--- src/core/rccu_defines.svh ---
// constants for the relay channel command unit: opcodes, status bits, timing
`ifndef RCCU_DEFINES_SVH
`define RCCU_DEFINES_SVH

// action opcodes
`define RCCU_OP_RD_PHYS    8'h00
`define RCCU_OP_RD_PROG    8'h01
`define RCCU_OP_WR_DRV     8'h02
`define RCCU_OP_WR_MODE    8'h03
`define RCCU_OP_RD_MODE    8'h04
`define RCCU_OP_WR_PULSE   8'h05
`define RCCU_OP_RD_PULSE   8'h06

// status byte bit positions
`define RCCU_ST_RESET_BIT  0
`define RCCU_ST_STREAM_ERROR_FLAG_BIT   6
`define RCCU_ST_COMMAND_ERROR_FLAG_BIT   7
`define RCCU_ST_RESET_VAL  8'h01

// channel count and highest legal channel number
`define RCCU_NCHAN         16
`define RCCU_MAX_CHAN      8'h0F

// pulse timing defaults after entering pwm mode
`define RCCU_DEF_ACTIVE    8'h00
`define RCCU_DEF_INACTIVE  8'h01

// timing: 2 ms step at 200 MHz, 10 ms debounce
`define RCCU_CLK_MHZ       200
`define RCCU_TICK_US       2000
`define RCCU_TICK_CYC      (`RCCU_TICK_US * `RCCU_CLK_MHZ)
`define RCCU_TICK_MS       2
`define RCCU_DEB_MS        10
`define RCCU_DEB_SAMPLES   (`RCCU_DEB_MS / `RCCU_TICK_MS)

`endif

--- src/core/rccu_pkg.sv ---
// types shared by the relay channel command unit
package rccu_pkg;
    typedef logic [15:0] rccu_mask_t;
    typedef logic [7:0]  rccu_byte_t;
    typedef enum logic [1:0] {
        RCCU_IDLE = 2'b01,
        RCCU_ARGS = 2'b10
    } rccu_state_e;
endpackage

--- src/core/rccu_pwm_if.sv ---
// control and readback signals between command logic and the pwm bank
`timescale 1ns/100ps
interface rccu_pwm_if;
    import rccu_pkg::*;
    logic       tick;
    logic       mod_rst;
    rccu_mask_t mode;
    rccu_mask_t enter;
    logic       wr_en;
    logic [3:0] wr_chan;
    rccu_byte_t wr_on;
    rccu_byte_t wr_off;
    logic [3:0] rd_chan;
    rccu_byte_t rd_on;
    rccu_byte_t rd_off;
    rccu_mask_t pwm_out;
    modport ctl  (output tick, mod_rst, mode, enter, wr_en, wr_chan, wr_on, wr_off, rd_chan,
                  input rd_on, rd_off, pwm_out);
    modport bank (input tick, mod_rst, mode, enter, wr_en, wr_chan, wr_on, wr_off, rd_chan,
                  output rd_on, rd_off, pwm_out);
endinterface

--- src/core/rccu_pwm_bank.sv ---
// sixteen pulse generators with active/inactive intervals in 2 ms steps
`timescale 1ns/100ps
`include "rccu_defines.svh"
module rccu_pwm_bank (
    input wire logic mclk,    // system clock
    input wire logic reset_n, // async reset, active low
    rccu_pwm_if.bank pb       // control from the command logic
);
    import rccu_pkg::*;

    rccu_byte_t on_w  [`RCCU_NCHAN];
    rccu_byte_t off_w [`RCCU_NCHAN];

    genvar i;
    generate
        for (i = 0; i < `RCCU_NCHAN; i++) begin : g_ch
            rccu_byte_t on_r;
            rccu_byte_t off_r;
            rccu_byte_t cnt_r;
            logic       act_r;

            // one generator; a new interval is only loaded at a phase end
            always_ff @(posedge mclk or negedge reset_n) begin
                if (!reset_n) begin
                    on_r  <= `RCCU_DEF_ACTIVE;
                    off_r <= `RCCU_DEF_INACTIVE;
                    cnt_r <= `RCCU_DEF_INACTIVE;
                    act_r <= 1'b0;
                end else if (pb.mod_rst || pb.enter[i]) begin
                    on_r  <= `RCCU_DEF_ACTIVE;
                    off_r <= `RCCU_DEF_INACTIVE;
                    cnt_r <= `RCCU_DEF_INACTIVE;
                    act_r <= 1'b0;
                end else begin
                    if (pb.wr_en && pb.wr_chan == 4'(i)) begin
                        on_r  <= pb.wr_on;
                        off_r <= pb.wr_off;
                    end
                    // running phase ends with its old length
                    if (pb.tick && pb.mode[i]) begin
                        if (cnt_r > 8'h01) begin
                            cnt_r <= cnt_r - 8'h01;
                        end else if (act_r) begin
                            act_r <= 1'b0;
                            cnt_r <= off_r;
                        end else if (on_r != 8'h00) begin
                            act_r <= 1'b1;
                            cnt_r <= on_r;
                        end else begin
                            cnt_r <= off_r;
                        end
                    end
                end
            end

            assign on_w[i]       = on_r;
            assign off_w[i]      = off_r;
            assign pb.pwm_out[i] = act_r;
        end
    endgenerate

    // timing readback of the addressed channel
    assign pb.rd_on  = on_w[pb.rd_chan];
    assign pb.rd_off = off_w[pb.rd_chan];
endmodule

--- src/core/rccu_top.sv ---
// relay channel command unit: action decoder, debounce, drivers, flags
// Operation
// - module reset sets all channels standard and all drivers inactive
// - reset on power-up, watchdog, restart action or communication timeout
// - stream error flag is set on a drive stream fault, cleared by flag clear
// - opcode 00 returns debounced physical states, two bytes, low first
// - physical states sampled every 2 ms, debounced over 10 ms
// - physical states are reported for all channels in any mode
// - opcode 01 returns programmed driver states, two bytes, low first
// - opcode 02 writes driver states of standard channels only, no response
// - driver update is deferred and lands within 2 ms
// - all drivers changed by one write switch together
// - opcode 03 writes channel modes, one is pwm, no response
// - entering pwm mode clears the duty cycle to zero
// - entering standard mode forces the driver inactive
// - opcode 04 returns channel modes, two bytes, low first
// - opcode 05 carries channel, active and inactive intervals, no response
// - pulse timing writes to standard channels are ignored
// - channel above 15 in pulse timing actions sets command error
// - inactive interval zero becomes one; active zero keeps output inactive
// - a running phase finishes with its old length after a timing write
// - pwm drives active then inactive intervals in 2 ms steps, repeating
// - opcode 06 returns the channel's intervals in effect, defaults if unwritten
// - standard drivers follow written state; pwm drivers follow the generator
`timescale 1ns/100ps
`include "rccu_defines.svh"
module rccu_top #(
    parameter int unsigned TICK_CYCLES = `RCCU_TICK_CYC // clocks per 2 ms step
) (
    input  wire logic              mclk,            // 200 MHz clock
    input  wire logic              reset_n,         // power-up reset, active low
    input  wire logic              cmd_valid,       // action byte strobe
    input  wire logic              cmd_first,       // byte is an opcode
    input  wire rccu_pkg::rccu_byte_t cmd_byte,     // action byte
    input  wire logic              restart_req,     // soft or hard restart action pulse
    input  wire logic              wdog_timeout,    // watchdog expiry pulse
    input  wire logic              clear_flags,     // flag clearing action pulse
    input  wire logic [15:0]       comm_wdog_ticks, // comm timeout in 2 ms steps, 0 off
    input  wire rccu_pkg::rccu_mask_t chan_phys_in, // physical channel states, pins
    input  wire logic              drv_chain_fault, // drive stream fault, pin
    output logic                   resp_valid,      // response byte strobe
    output rccu_pkg::rccu_byte_t   resp_byte,       // response byte
    output rccu_pkg::rccu_mask_t   relay_drv,       // relay drivers, one is active
    output rccu_pkg::rccu_byte_t   status_byte      // module status flags
);
    import rccu_pkg::*;

    rccu_pwm_if pif ();

    // argument bytes per opcode
    function automatic logic [1:0] arg_count(input rccu_byte_t op);
        unique case (op)
            `RCCU_OP_WR_DRV, `RCCU_OP_WR_MODE: arg_count = 2'd2;
            `RCCU_OP_WR_PULSE:                 arg_count = 2'd3;
            `RCCU_OP_RD_PULSE:                 arg_count = 2'd1;
            default:                           arg_count = 2'd0;
        endcase
    endfunction

    logic [31:0] tick_cnt_r;
    logic        tick_r;
    rccu_mask_t  phys_s1_r, phys_s2_r, phys_s3_r, phys_q_r;
    logic        flt_s1_r, flt_s2_r, flt_s3_r, flt_q_r;
    rccu_mask_t  deb_r;
    logic [15:0] comm_cnt_r;
    logic        comm_to;
    logic        mod_rst_r;
    rccu_state_e state_r;
    rccu_byte_t  op_r, arg0_r, arg1_r, arg2_r;
    logic [1:0]  need_r, idx_r;
    logic        exec_r;
    rccu_mask_t  mode_r, prog_r, applied_r;
    logic        upd_pend_r;
    logic        resp_hi_pend_r;
    rccu_byte_t  resp_hi_r;
    logic        command_error_flag_set;
    logic        chan_ok;
    rccu_byte_t  off_clamp;
    rccu_mask_t  wr_mask;

    // 2 ms step enable
    always_ff @(posedge mclk or negedge reset_n) begin
        if (!reset_n) begin
            tick_cnt_r <= 32'h0000_0000;
            tick_r     <= 1'b0;
        end else if (tick_cnt_r >= TICK_CYCLES - 1) begin
            tick_cnt_r <= 32'h0000_0000;
            tick_r     <= 1'b1;
        end else begin
            tick_cnt_r <= tick_cnt_r + 32'h0000_0001;
            tick_r     <= 1'b0;
        end
    end

    // pin synchronisers; a bit moves only when stages two and three agree
    always_ff @(posedge mclk or negedge reset_n) begin
        if (!reset_n) begin
            phys_s1_r <= 16'h0000;
            phys_s2_r <= 16'h0000;
            phys_s3_r <= 16'h0000;
            phys_q_r  <= 16'h0000;
            flt_s1_r  <= 1'b0;
            flt_s2_r  <= 1'b0;
            flt_s3_r  <= 1'b0;
            flt_q_r   <= 1'b0;
        end else begin
            phys_s1_r <= chan_phys_in;
            phys_s2_r <= phys_s1_r;
            phys_s3_r <= phys_s2_r;
            phys_q_r  <= (phys_s2_r & phys_s3_r) | (phys_q_r & (phys_s2_r ^ phys_s3_r));
            flt_s1_r  <= drv_chain_fault;
            flt_s2_r  <= flt_s1_r;
            flt_s3_r  <= flt_s2_r;
            if (flt_s2_r == flt_s3_r) begin
                flt_q_r <= flt_s3_r;
            end
        end
    end

    // debounce: five agreeing 2 ms samples, so reports are 10 to 12 ms old
    genvar g;
    generate
        for (g = 0; g < `RCCU_NCHAN; g++) begin : g_deb
            logic [`RCCU_DEB_SAMPLES-1:0] hist_r;
            always_ff @(posedge mclk or negedge reset_n) begin
                if (!reset_n) begin
                    hist_r   <= '0;
                    deb_r[g] <= 1'b0;
                end else if (tick_r) begin
                    hist_r <= {hist_r[`RCCU_DEB_SAMPLES-2:0], phys_q_r[g]};
                    if (&hist_r) begin
                        deb_r[g] <= 1'b1;
                    end else if (~|hist_r) begin
                        deb_r[g] <= 1'b0;
                    end
                end
            end
        end
    endgenerate

    // comm watchdog: steps since the last action byte
    assign comm_to = tick_r && (comm_wdog_ticks != 16'h0000)
                     && (comm_cnt_r + 16'h0001 >= comm_wdog_ticks);
    always_ff @(posedge mclk or negedge reset_n) begin
        if (!reset_n) begin
            comm_cnt_r <= 16'h0000;
        end else if (cmd_valid || comm_to) begin
            comm_cnt_r <= 16'h0000;
        end else if (tick_r && comm_wdog_ticks != 16'h0000) begin
            comm_cnt_r <= comm_cnt_r + 16'h0001;
        end
    end

    // module reset pulse from any of its sources
    always_ff @(posedge mclk or negedge reset_n) begin
        if (!reset_n) begin
            mod_rst_r <= 1'b0;
        end else begin
            mod_rst_r <= wdog_timeout | restart_req | comm_to;
        end
    end

    // byte collector; an opcode always restarts collection
    always_ff @(posedge mclk or negedge reset_n) begin
        if (!reset_n) begin
            state_r <= RCCU_IDLE;
            op_r    <= 8'h00;
            need_r  <= 2'd0;
            idx_r   <= 2'd0;
            arg0_r  <= 8'h00;
            arg1_r  <= 8'h00;
            arg2_r  <= 8'h00;
            exec_r  <= 1'b0;
        end else begin
            exec_r <= 1'b0;
            if (cmd_valid && cmd_first) begin
                op_r   <= cmd_byte;
                need_r <= arg_count(cmd_byte);
                idx_r  <= 2'd0;
                if (arg_count(cmd_byte) == 2'd0) begin
                    exec_r  <= 1'b1;
                    state_r <= RCCU_IDLE;
                end else begin
                    state_r <= RCCU_ARGS;
                end
            end else if (cmd_valid) begin
                unique case (state_r)
                    RCCU_IDLE: begin
                        state_r <= RCCU_IDLE; // stray argument byte is dropped
                    end
                    RCCU_ARGS: begin
                        unique case (idx_r)
                            2'd0:    arg0_r <= cmd_byte;
                            2'd1:    arg1_r <= cmd_byte;
                            default: arg2_r <= cmd_byte;
                        endcase
                        idx_r <= idx_r + 2'd1;
                        if (idx_r + 2'd1 == need_r) begin
                            exec_r  <= 1'b1;
                            state_r <= RCCU_IDLE;
                        end
                    end
                endcase
            end
        end
    end

    // pulse timing command checks
    assign chan_ok   = (arg0_r <= `RCCU_MAX_CHAN);
    assign off_clamp = (arg2_r == 8'h00) ? 8'h01 : arg2_r;
    assign command_error_flag_set  = exec_r && (((op_r == `RCCU_OP_WR_PULSE || op_r == `RCCU_OP_RD_PULSE)
                       && !chan_ok) || op_r > `RCCU_OP_RD_PULSE);
    assign wr_mask   = {arg1_r, arg0_r};

    // pwm bank control
    assign pif.tick    = tick_r;
    assign pif.mod_rst = mod_rst_r;
    assign pif.mode    = mode_r;
    assign pif.enter   = (exec_r && op_r == `RCCU_OP_WR_MODE) ? (wr_mask & ~mode_r) : 16'h0000;
    assign pif.wr_en   = exec_r && op_r == `RCCU_OP_WR_PULSE && chan_ok
                         && mode_r[arg0_r[3:0]];
    assign pif.wr_chan = arg0_r[3:0];
    assign pif.wr_on   = arg1_r;
    assign pif.wr_off  = off_clamp;
    assign pif.rd_chan = arg0_r[3:0];

    rccu_pwm_bank u_pwm (
        .mclk    (mclk),
        .reset_n (reset_n),
        .pb      (pif)
    );

    // channel modes and programmed states
    always_ff @(posedge mclk or negedge reset_n) begin
        if (!reset_n) begin
            mode_r     <= 16'h0000;
            prog_r     <= 16'h0000;
            upd_pend_r <= 1'b0;
        end else if (mod_rst_r) begin
            mode_r     <= 16'h0000;
            prog_r     <= 16'h0000;
            upd_pend_r <= 1'b0;
        end else if (exec_r && op_r == `RCCU_OP_WR_DRV) begin
            prog_r     <= (prog_r & mode_r) | (wr_mask & ~mode_r);
            upd_pend_r <= 1'b1;
        end else if (exec_r && op_r == `RCCU_OP_WR_MODE) begin
            mode_r <= wr_mask;
            prog_r <= prog_r & ~(mode_r & ~wr_mask);
        end else if (tick_r) begin
            upd_pend_r <= 1'b0;
        end
    end

    // applied states move together on the next 2 ms step
    always_ff @(posedge mclk or negedge reset_n) begin
        if (!reset_n) begin
            applied_r <= 16'h0000;
        end else if (mod_rst_r) begin
            applied_r <= 16'h0000;
        end else if (exec_r && op_r == `RCCU_OP_WR_MODE) begin
            applied_r <= applied_r & ~(mode_r & ~wr_mask);
        end else if (tick_r && upd_pend_r) begin
            applied_r <= prog_r;
        end
    end

    // relay drivers: standard follows applied state, pwm follows generator
    always_ff @(posedge mclk or negedge reset_n) begin
        if (!reset_n) begin
            relay_drv <= 16'h0000;
        end else if (mod_rst_r) begin
            relay_drv <= 16'h0000;
        end else begin
            relay_drv <= (applied_r & ~mode_r) | (pif.pwm_out & mode_r);
        end
    end

    // responses: low byte one cycle after execution, high byte the next
    always_ff @(posedge mclk or negedge reset_n) begin
        if (!reset_n) begin
            resp_valid     <= 1'b0;
            resp_byte      <= 8'h00;
            resp_hi_pend_r <= 1'b0;
            resp_hi_r      <= 8'h00;
        end else if (exec_r && (op_r == `RCCU_OP_RD_PHYS || op_r == `RCCU_OP_RD_PROG
                     || op_r == `RCCU_OP_RD_MODE || op_r == `RCCU_OP_RD_PULSE)) begin
            resp_valid     <= 1'b1;
            resp_hi_pend_r <= 1'b1;
            unique case (op_r)
                `RCCU_OP_RD_PHYS: begin
                    resp_byte <= deb_r[7:0];
                    resp_hi_r <= deb_r[15:8];
                end
                `RCCU_OP_RD_PROG: begin
                    resp_byte <= prog_r[7:0];
                    resp_hi_r <= prog_r[15:8];
                end
                `RCCU_OP_RD_MODE: begin
                    resp_byte <= mode_r[7:0];
                    resp_hi_r <= mode_r[15:8];
                end
                default: begin
                    resp_byte <= chan_ok ? pif.rd_on : 8'h00;
                    resp_hi_r <= chan_ok ? pif.rd_off : 8'h00;
                end
            endcase
        end else if (resp_hi_pend_r) begin
            resp_valid     <= 1'b1;
            resp_byte      <= resp_hi_r;
            resp_hi_pend_r <= 1'b0;
        end else begin
            resp_valid <= 1'b0;
        end
    end

    // status flags; a new event wins over a clear in the same cycle
    always_ff @(posedge mclk or negedge reset_n) begin
        if (!reset_n) begin
            status_byte <= `RCCU_ST_RESET_VAL;
        end else begin
            if (clear_flags) begin
                status_byte <= 8'h00;
            end
            if (mod_rst_r) begin
                status_byte[`RCCU_ST_RESET_BIT] <= 1'b1;
            end
            if (flt_q_r) begin
                status_byte[`RCCU_ST_STREAM_ERROR_FLAG_BIT] <= 1'b1;
            end
            if (command_error_flag_set) begin
                status_byte[`RCCU_ST_COMMAND_ERROR_FLAG_BIT] <= 1'b1;
            end
        end
    end
endmodule

--- config.mk ---
export PLATFORM = sky130hd
export DESIGN_NAME = rccu_top
export DESIGN_NICKNAME = d
export VERILOG_FILES = /design/src/core/rccu_pkg.sv /design/src/core/rccu_pwm_if.sv /design/src/core/rccu_pwm_bank.sv /design/src/core/rccu_top.sv
export VERILOG_INCLUDE_DIRS = /design/src /design/src/core
export SDC_FILE = /design/constraint.sdc
export NUM_CORES = 2
export LEC_CHECK = 0
export BUFFER_PORTS_ARGS = -buffer_cell sky130_fd_sc_hd__buf_4
export CAP_MARGIN = 25
export CORE_ASPECT_RATIO = 0.7
export CORE_MARGIN = 1
export CORE_UTILIZATION = 51
export DETAILED_ROUTE_END_ITERATION = 7
export PLACE_DENSITY = 0.68
export SKIP_CTS_REPAIR_TIMING = 1
export SLEW_MARGIN = 20
export SYNTH_ARGS = -nofsm -noshare
export SYNTH_HDL_FRONTEND = slang
export SYNTH_HIERARCHICAL = 1
export SYNTH_SLANG_ARGS = --single-unit
--- constraint.sdc ---
create_clock -name mclk -period 3.3 [get_ports mclk]
set_input_delay 0.165 -clock mclk [delete_from_list [all_inputs] [get_ports mclk]]
set_output_delay 0.165 -clock mclk [all_outputs]
set_load 0.1 [all_outputs]
# After elaboration in Yosys (flattened, before gate mapping)
# Cells that the tools add are included.
# W data, S select, Z words.
# word_totals
word_cells,772
register_bits,739
in_bits,48
# classes
muxes,312
n_reduce_logical,205
magnitude_cmp,22
add_sub_neg,19
eq_ne,65
bitwise,21
# ops
op,n
$mux W8,154
$mux W16,13
$and A16 B16 Y16,9
$mux W1,129
$gt A8 B1 Y1 const B,16
$reduce_bool A8 Y1,16
$sub A8 B1 Y8 const B,16
$reduce_and A5 Y1,16
$reduce_bool A2 Y1,40
$reduce_or A5 Y1,16
$reduce_and A2 Y1,36
$bmux W8 S4,2
$not A16 Y16,3
$or A16 B16 Y16,3
$pmux W8 S3,2
$logic_and A1 B1 Y1,44
$eq A8 B3 Y1 const B,5
$ne A2 B2 Y1 const B,17
$add A32 B1 Y32 const B,1
$eq A4 B4 Y1 const B,8
$eq A8 B2 Y1 const B,4
$ge A32 B19 Y1 const B,1
$mux W32,1
$ne A2 B1 Y1 const B,16
other kinds (34),76

# Logic depth before layout (Yosys ltp)
# depth
ltp_word,7
ltp_mapped,14
mapped_depth_nobuf,13

# Modules after synthesis
# The synthesis kept the hierarchy.
# modules_own_cells
module,instances,area_each_um2,cells_per_inst,seq_area_each_um2
rccu_pwm_bank,1,23098.4,2632,10049.6
rccu_top,1,14856.7,1316,8485.6

# Least setup slack after synthesis
# Ideal clock, no wire load.
# synth_path
kind,flip-flop to flip-flop
from,reg comm_cnt_r[2]
to,reg comm_cnt_r[7]
required_ns,3.218
path_buffers,1
path_slack_ns,-0.015
stages_incl_launch_ff,15
setup_time_ns,0.082
t_arrival_ns,3.233
path_cell_list,dfrtp_1 nand3_1 nor3_1 nand2_1 or3_1 nand2b_1 nand2_1 ha_1 a211oi_1 nor2_1 nor4_1 o21a_1 clkbuf_1 a31oi_1 a31oi_1
# synth_via
elab_chain_cells,5
word_cells_on_any_way,7
cone_classes,1 x add/sub; 1 x order compare; 2 x mux; 3 x reduce/logical
# synth_rtl
element,line_no,source
"start, declared",rccu_top.sv:65,logic [15:0] comm_cnt_r;
"start signal, assigned",rccu_top.sv:150,comm_cnt_r <= comm_cnt_r + 16'h0001;
$add A16 B1 Y16 (*),"rccu_top.sv:143, rccu_top.sv:150",
$ge A16 B16 Y1,rccu_top.sv:143,&& (comm_cnt_r + 16'h0001 >= comm_wdog_ticks);
$logic_and A1 B1 Y1,rccu_top.sv:143,
$logic_or A1 B1 Y1,rccu_top.sv:147,end else if (cmd_valid || comm_to) begin
$mux W16 / $reduce_bool A2 Y1 (equally long branches),n/a,
# Every way passes the cells marked *; elsewhere a longest branch is shown, timed or not. The select of a mux whose other input is x is not followed.
# A chain may end at the register's enable or synchronous reset.

# Final worst setup path
# layout_path
from,reg arg0_r[5]
to,reg u_pwm.g_ch[14].on_r[0]
# layout_via
elab_chain_cells,5
# layout_rtl
element,line_no,source
"start, declared",rccu_top.sv:69,"rccu_byte_t op_r, arg0_r, arg1_r, arg2_r;"
"start signal, assigned",rccu_top.sv:193,2'd0: arg0_r <= cmd_byte;
$le A8 B4 Y1 (no line),n/a,
$logic_and A1 B1 Y1 (2 in a row),rccu_top.sv:220,assign pif.wr_en = exec_r && op_r == `RCCU_OP_WR_PULSE && chan_ok
net pif.wr_en,rccu_pwm_if.sv:9,logic wr_en;
$logic_and A1 B1 Y1,rccu_pwm_bank.sv:35,if (pb.wr_en && pb.wr_chan == 4'(i)) begin
$reduce_bool A2 Y1 (no line),n/a,
"end signal, assigned",rccu_pwm_bank.sv:25,on_r <= `RCCU_DEF_ACTIVE;
"end signal, assigned",rccu_pwm_bank.sv:30,on_r <= `RCCU_DEF_ACTIVE;
"end signal, assigned",rccu_pwm_bank.sv:36,on_r <= pb.wr_on;
"end, declared",rccu_pwm_bank.sv:17,rccu_byte_t on_r;
# The timed path passes the listed nets, and every way through them passes these cells.

==> flow_metrics.tcl <==
set metrics [dict create \
    post_synth_num_cell_types 88 \
    swShare_pct 29.98 \
    core_mm2 0.07353 \
    grt_setup_unrepaired "no" \
    final_cell_mix "nand2_1 (777), dfrtp_1 (700), a21oi_1 (390)" \
    place_area_mm2 0.03996 \
    grt_max_degree 93 \
    post_synth.cell_area_avg_um2 9.614 \
    worstPathRequired_ns 3.88 \
    crit_fanout 10 \
    yosysWarnings 6 \
    p_leak_uw 0.01795 \
    timing.final.ws_setup_ns 0.1499 \
    finClkSkew_ns 0.05464 \
    start_util_pct 51.62 \
    intPower_uw 16210 \
    combPwrFrac_pct 16.8 \
    routed_via_density 6.415 \
    pwr_density_cell_mw_per_mm2 537.2 \
    status "finished with violations" \
    drv_slew 0 \
    numCtsBuffers 75 \
    io_pins 81 \
    rows 83 \
    synth_area_mm2 0.03796 \
    portBuffers 75 \
    switchingPower_uw 6940 \
    drc 7 \
    antenna_found_initial 6 \
    path_clk_slew_ns 0.06 \
    cts_buffer_depth 3 \
    finalCriticalPeriod_ns 3.150 \
    dp_hpwl_um 81740 \
    cts_max_level 3 \
    fin_util_pct 58.62 \
    drt-pass1-iter-count 8 \
    cts_tree "yes" \
    nFillCells 6255 \
    holdWs_ns 0.1355 \
    grt_pass1_wl_um 184600 \
    drive_gt1_share_pct 15.33 \
    cap_violations 0 \
    final.setup.tns_ns 0 \
    synth-async-reset-ratio_pct 100.0 \
    finalSetupViolCount 0 \
    relSlewSlack_pct 29.65 \
    vias 32620 \
    dieArea_mm2 0.07553 \
    pre_cts_ws_ns 0.1754 \
    violations "DRC" \
    hp-class "in -> async" \
    hold_viol 0 \
    arrival_ns 3.73 \
    die_w_um 328.1 \
    power.share.sequential_pct 42.5 \
    start_kind "flop" \
    critical_path_class "reg -> reg" \
    synthCells 3948 \
    routabilityCongestion 0.9875 \
    grt_pass1_vias 30070 \
    grtUsageTotal_pct 31.78 \
    min_period_over_period_pct 95.46 \
    nets 4157 \
    wl_um 120200 \
    clkPwrFrac_pct 40.7 \
    max_freq_ghz 0.3175 \
    final_common_cell "nand2_1" \
    overflow 0 \
    tightest_slew_ns 1.051 \
    die_height_um 230.2 \
    synth_seq_cells 739 \
    yosysSeqAreaShare_pct 48.83 \
    post_drt_wl_per_cell_um 23.63 \
    clk_latency_ns 0.67 \
    synth_ff_type "dfrtp_1" \
    cp-end-kind "flop" \
    root_buffer "clkbuf_16" \
    fin_area_mm2 0.04310 \
    area_growth_pct 13.55 \
    drtAntennaViolNets 0 \
    cts.sinks 739 \
    synth_edf_count 0 \
    drt_iter0_markers 4906 \
    peakVddDrop_mv 0.5415 \
    r2r_cells 8 \
]
[registers in the layout, indices dropped and copies added (netlist names), 32 cells and up]
signal and flops:
u_pwm/g_ch.cnt_r 128, u_pwm/g_ch.off_r 128, u_pwm/g_ch.on_r 128, g_deb.hist_r 80
tick_cnt_r 32
[power by group through the flow]
stage	registers, uW	logic [uW]	clock network, uW
3_5_place_dp	10000	3760	0
6_report	9850	3890	9420
4_1_cts	9840	3770	9550
2_1_floorplan	10200	1950	0
5_1_grt	9890	4030	9880
3_3_place_gp	9990	3720	0
[cells by family (layout without fill, tap and decap cells)]
family          count (synthesis)  in the layout  share of synthesized area [%]
compound gates                973            973                          15.79
xor+xnor                       37             37                         0.8538
fa+ha+maj                      70             70                          2.294
buf+inv                       361            499                          3.883
flops                         739            739                          48.83
mux                           264            264                          10.09
other cells                     1             23                       0.009880
simple gates                 1503           1503                          18.24
[cell usage after synthesis (all sizes together) (34+ instances only)]
| cell type | n | area share [%] |
|---|---|---|
| ha | 68 | 2.2 |
| a21oi | 390 | 5.1 |
| or4 | 50 | 1.1 |
| a31oi | 40 | 0.66 |
| o31ai | 40 | 0.79 |
| a221oi | 59 | 1.4 |
| inv | 100 | 0.99 |
| mux4 | 85 | 5.0 |
| buf | 59 | 0.90 |
| clkbuf | 199 | 2.0 |
| o21ai | 207 | 2.7 |
| nor4 | 59 | 1.0 |
| nand3 | 113 | 1.5 |
| nand2 | 777 | 7.7 |
| nor3 | 108 | 1.4 |
| nor2 | 183 | 1.8 |
| mux2 | 100 | 3.0 |
| dfrtp | 705 | 46 |
| dfstp | 34 | 2.4 |
| mux2i | 79 | 2.1 |
| nor2b | 34 | 0.56 |
[layout make-up]
cell class              count  area, um^2  area share (%)
clock inverters            36       635.6           1.475
inverters                 103       386.6          0.8971
multi-input cells        2865       18050           41.87
clock buffers             103        2092           4.854
repair buffers            257        2151           4.991
well taps                 977        1222           2.836
flip-flops and latches    739       18550           43.05
diodes                      5       12.51         0.02903
[worst max-delay path, cell delays in order, from the launching register on]
cell	delay (ns)
dfrtp_1	0.37
or4_1	0.59
nor3_1	0.38
and3_1	0.29
nand3_1	0.21
nor2_1	0.71
buf_4	0.28
nand2_1	0.07
a21oi_1	0.15
[worst paths after layout]
| path | start | endpoint | slack (ns) |
|---|---|---|---|
| max in group asynchronous | reset_n | status_byte[0]$_DFFE_PN1P_ | 2.12 |
| hold / removal | reset_n | u_pwm/g_ch[3].cnt_r[2]$_DFFE_PN0P_ | 0.14 |
| setup / recovery | arg0_r[5]$_DFFE_PN0P_ | u_pwm/g_ch[14].on_r[0]$_DFFE_PN0P_ | 0.15 |
| setup reg to reg | arg0_r[5]$_DFFE_PN0P_ | u_pwm/g_ch[14].on_r[0]$_DFFE_PN0P_ | 0.15 |
| min in group mclk | chan_phys_in[12] | phys_s1_r[12]$_DFF_PN0_ | 0.16 |
| hold reg to reg | flt_s1_r$_DFF_PN0_ | flt_s2_r$_DFF_PN0_ | 0.35 |
[stage by stage]
step	std cells	power [uW]
2_1_floorplan	3965	12140
3_3_place_gp	4898	13710
3_5_place_dp	4901	13760
4_1_cts	5040	23160
5_1_grt	5080	23800
6_report	5085	23150
[per-layer routing]
layer / wire, um / global-route usage, % / share of wire, % / vias up
li1: - / - / - / 14410
met1: 52890 / 49.03 / 44 / 16040
met2: 47610 / 41.49 / 40 / 1892
met3: 15740 / 10.42 / 13 / 276
met4: 3909 / 9.784 / 3.3 / 4
met5: 22 / 0 / 0.018 / -
No activity file was read; power rests on OpenSTA's default activity.
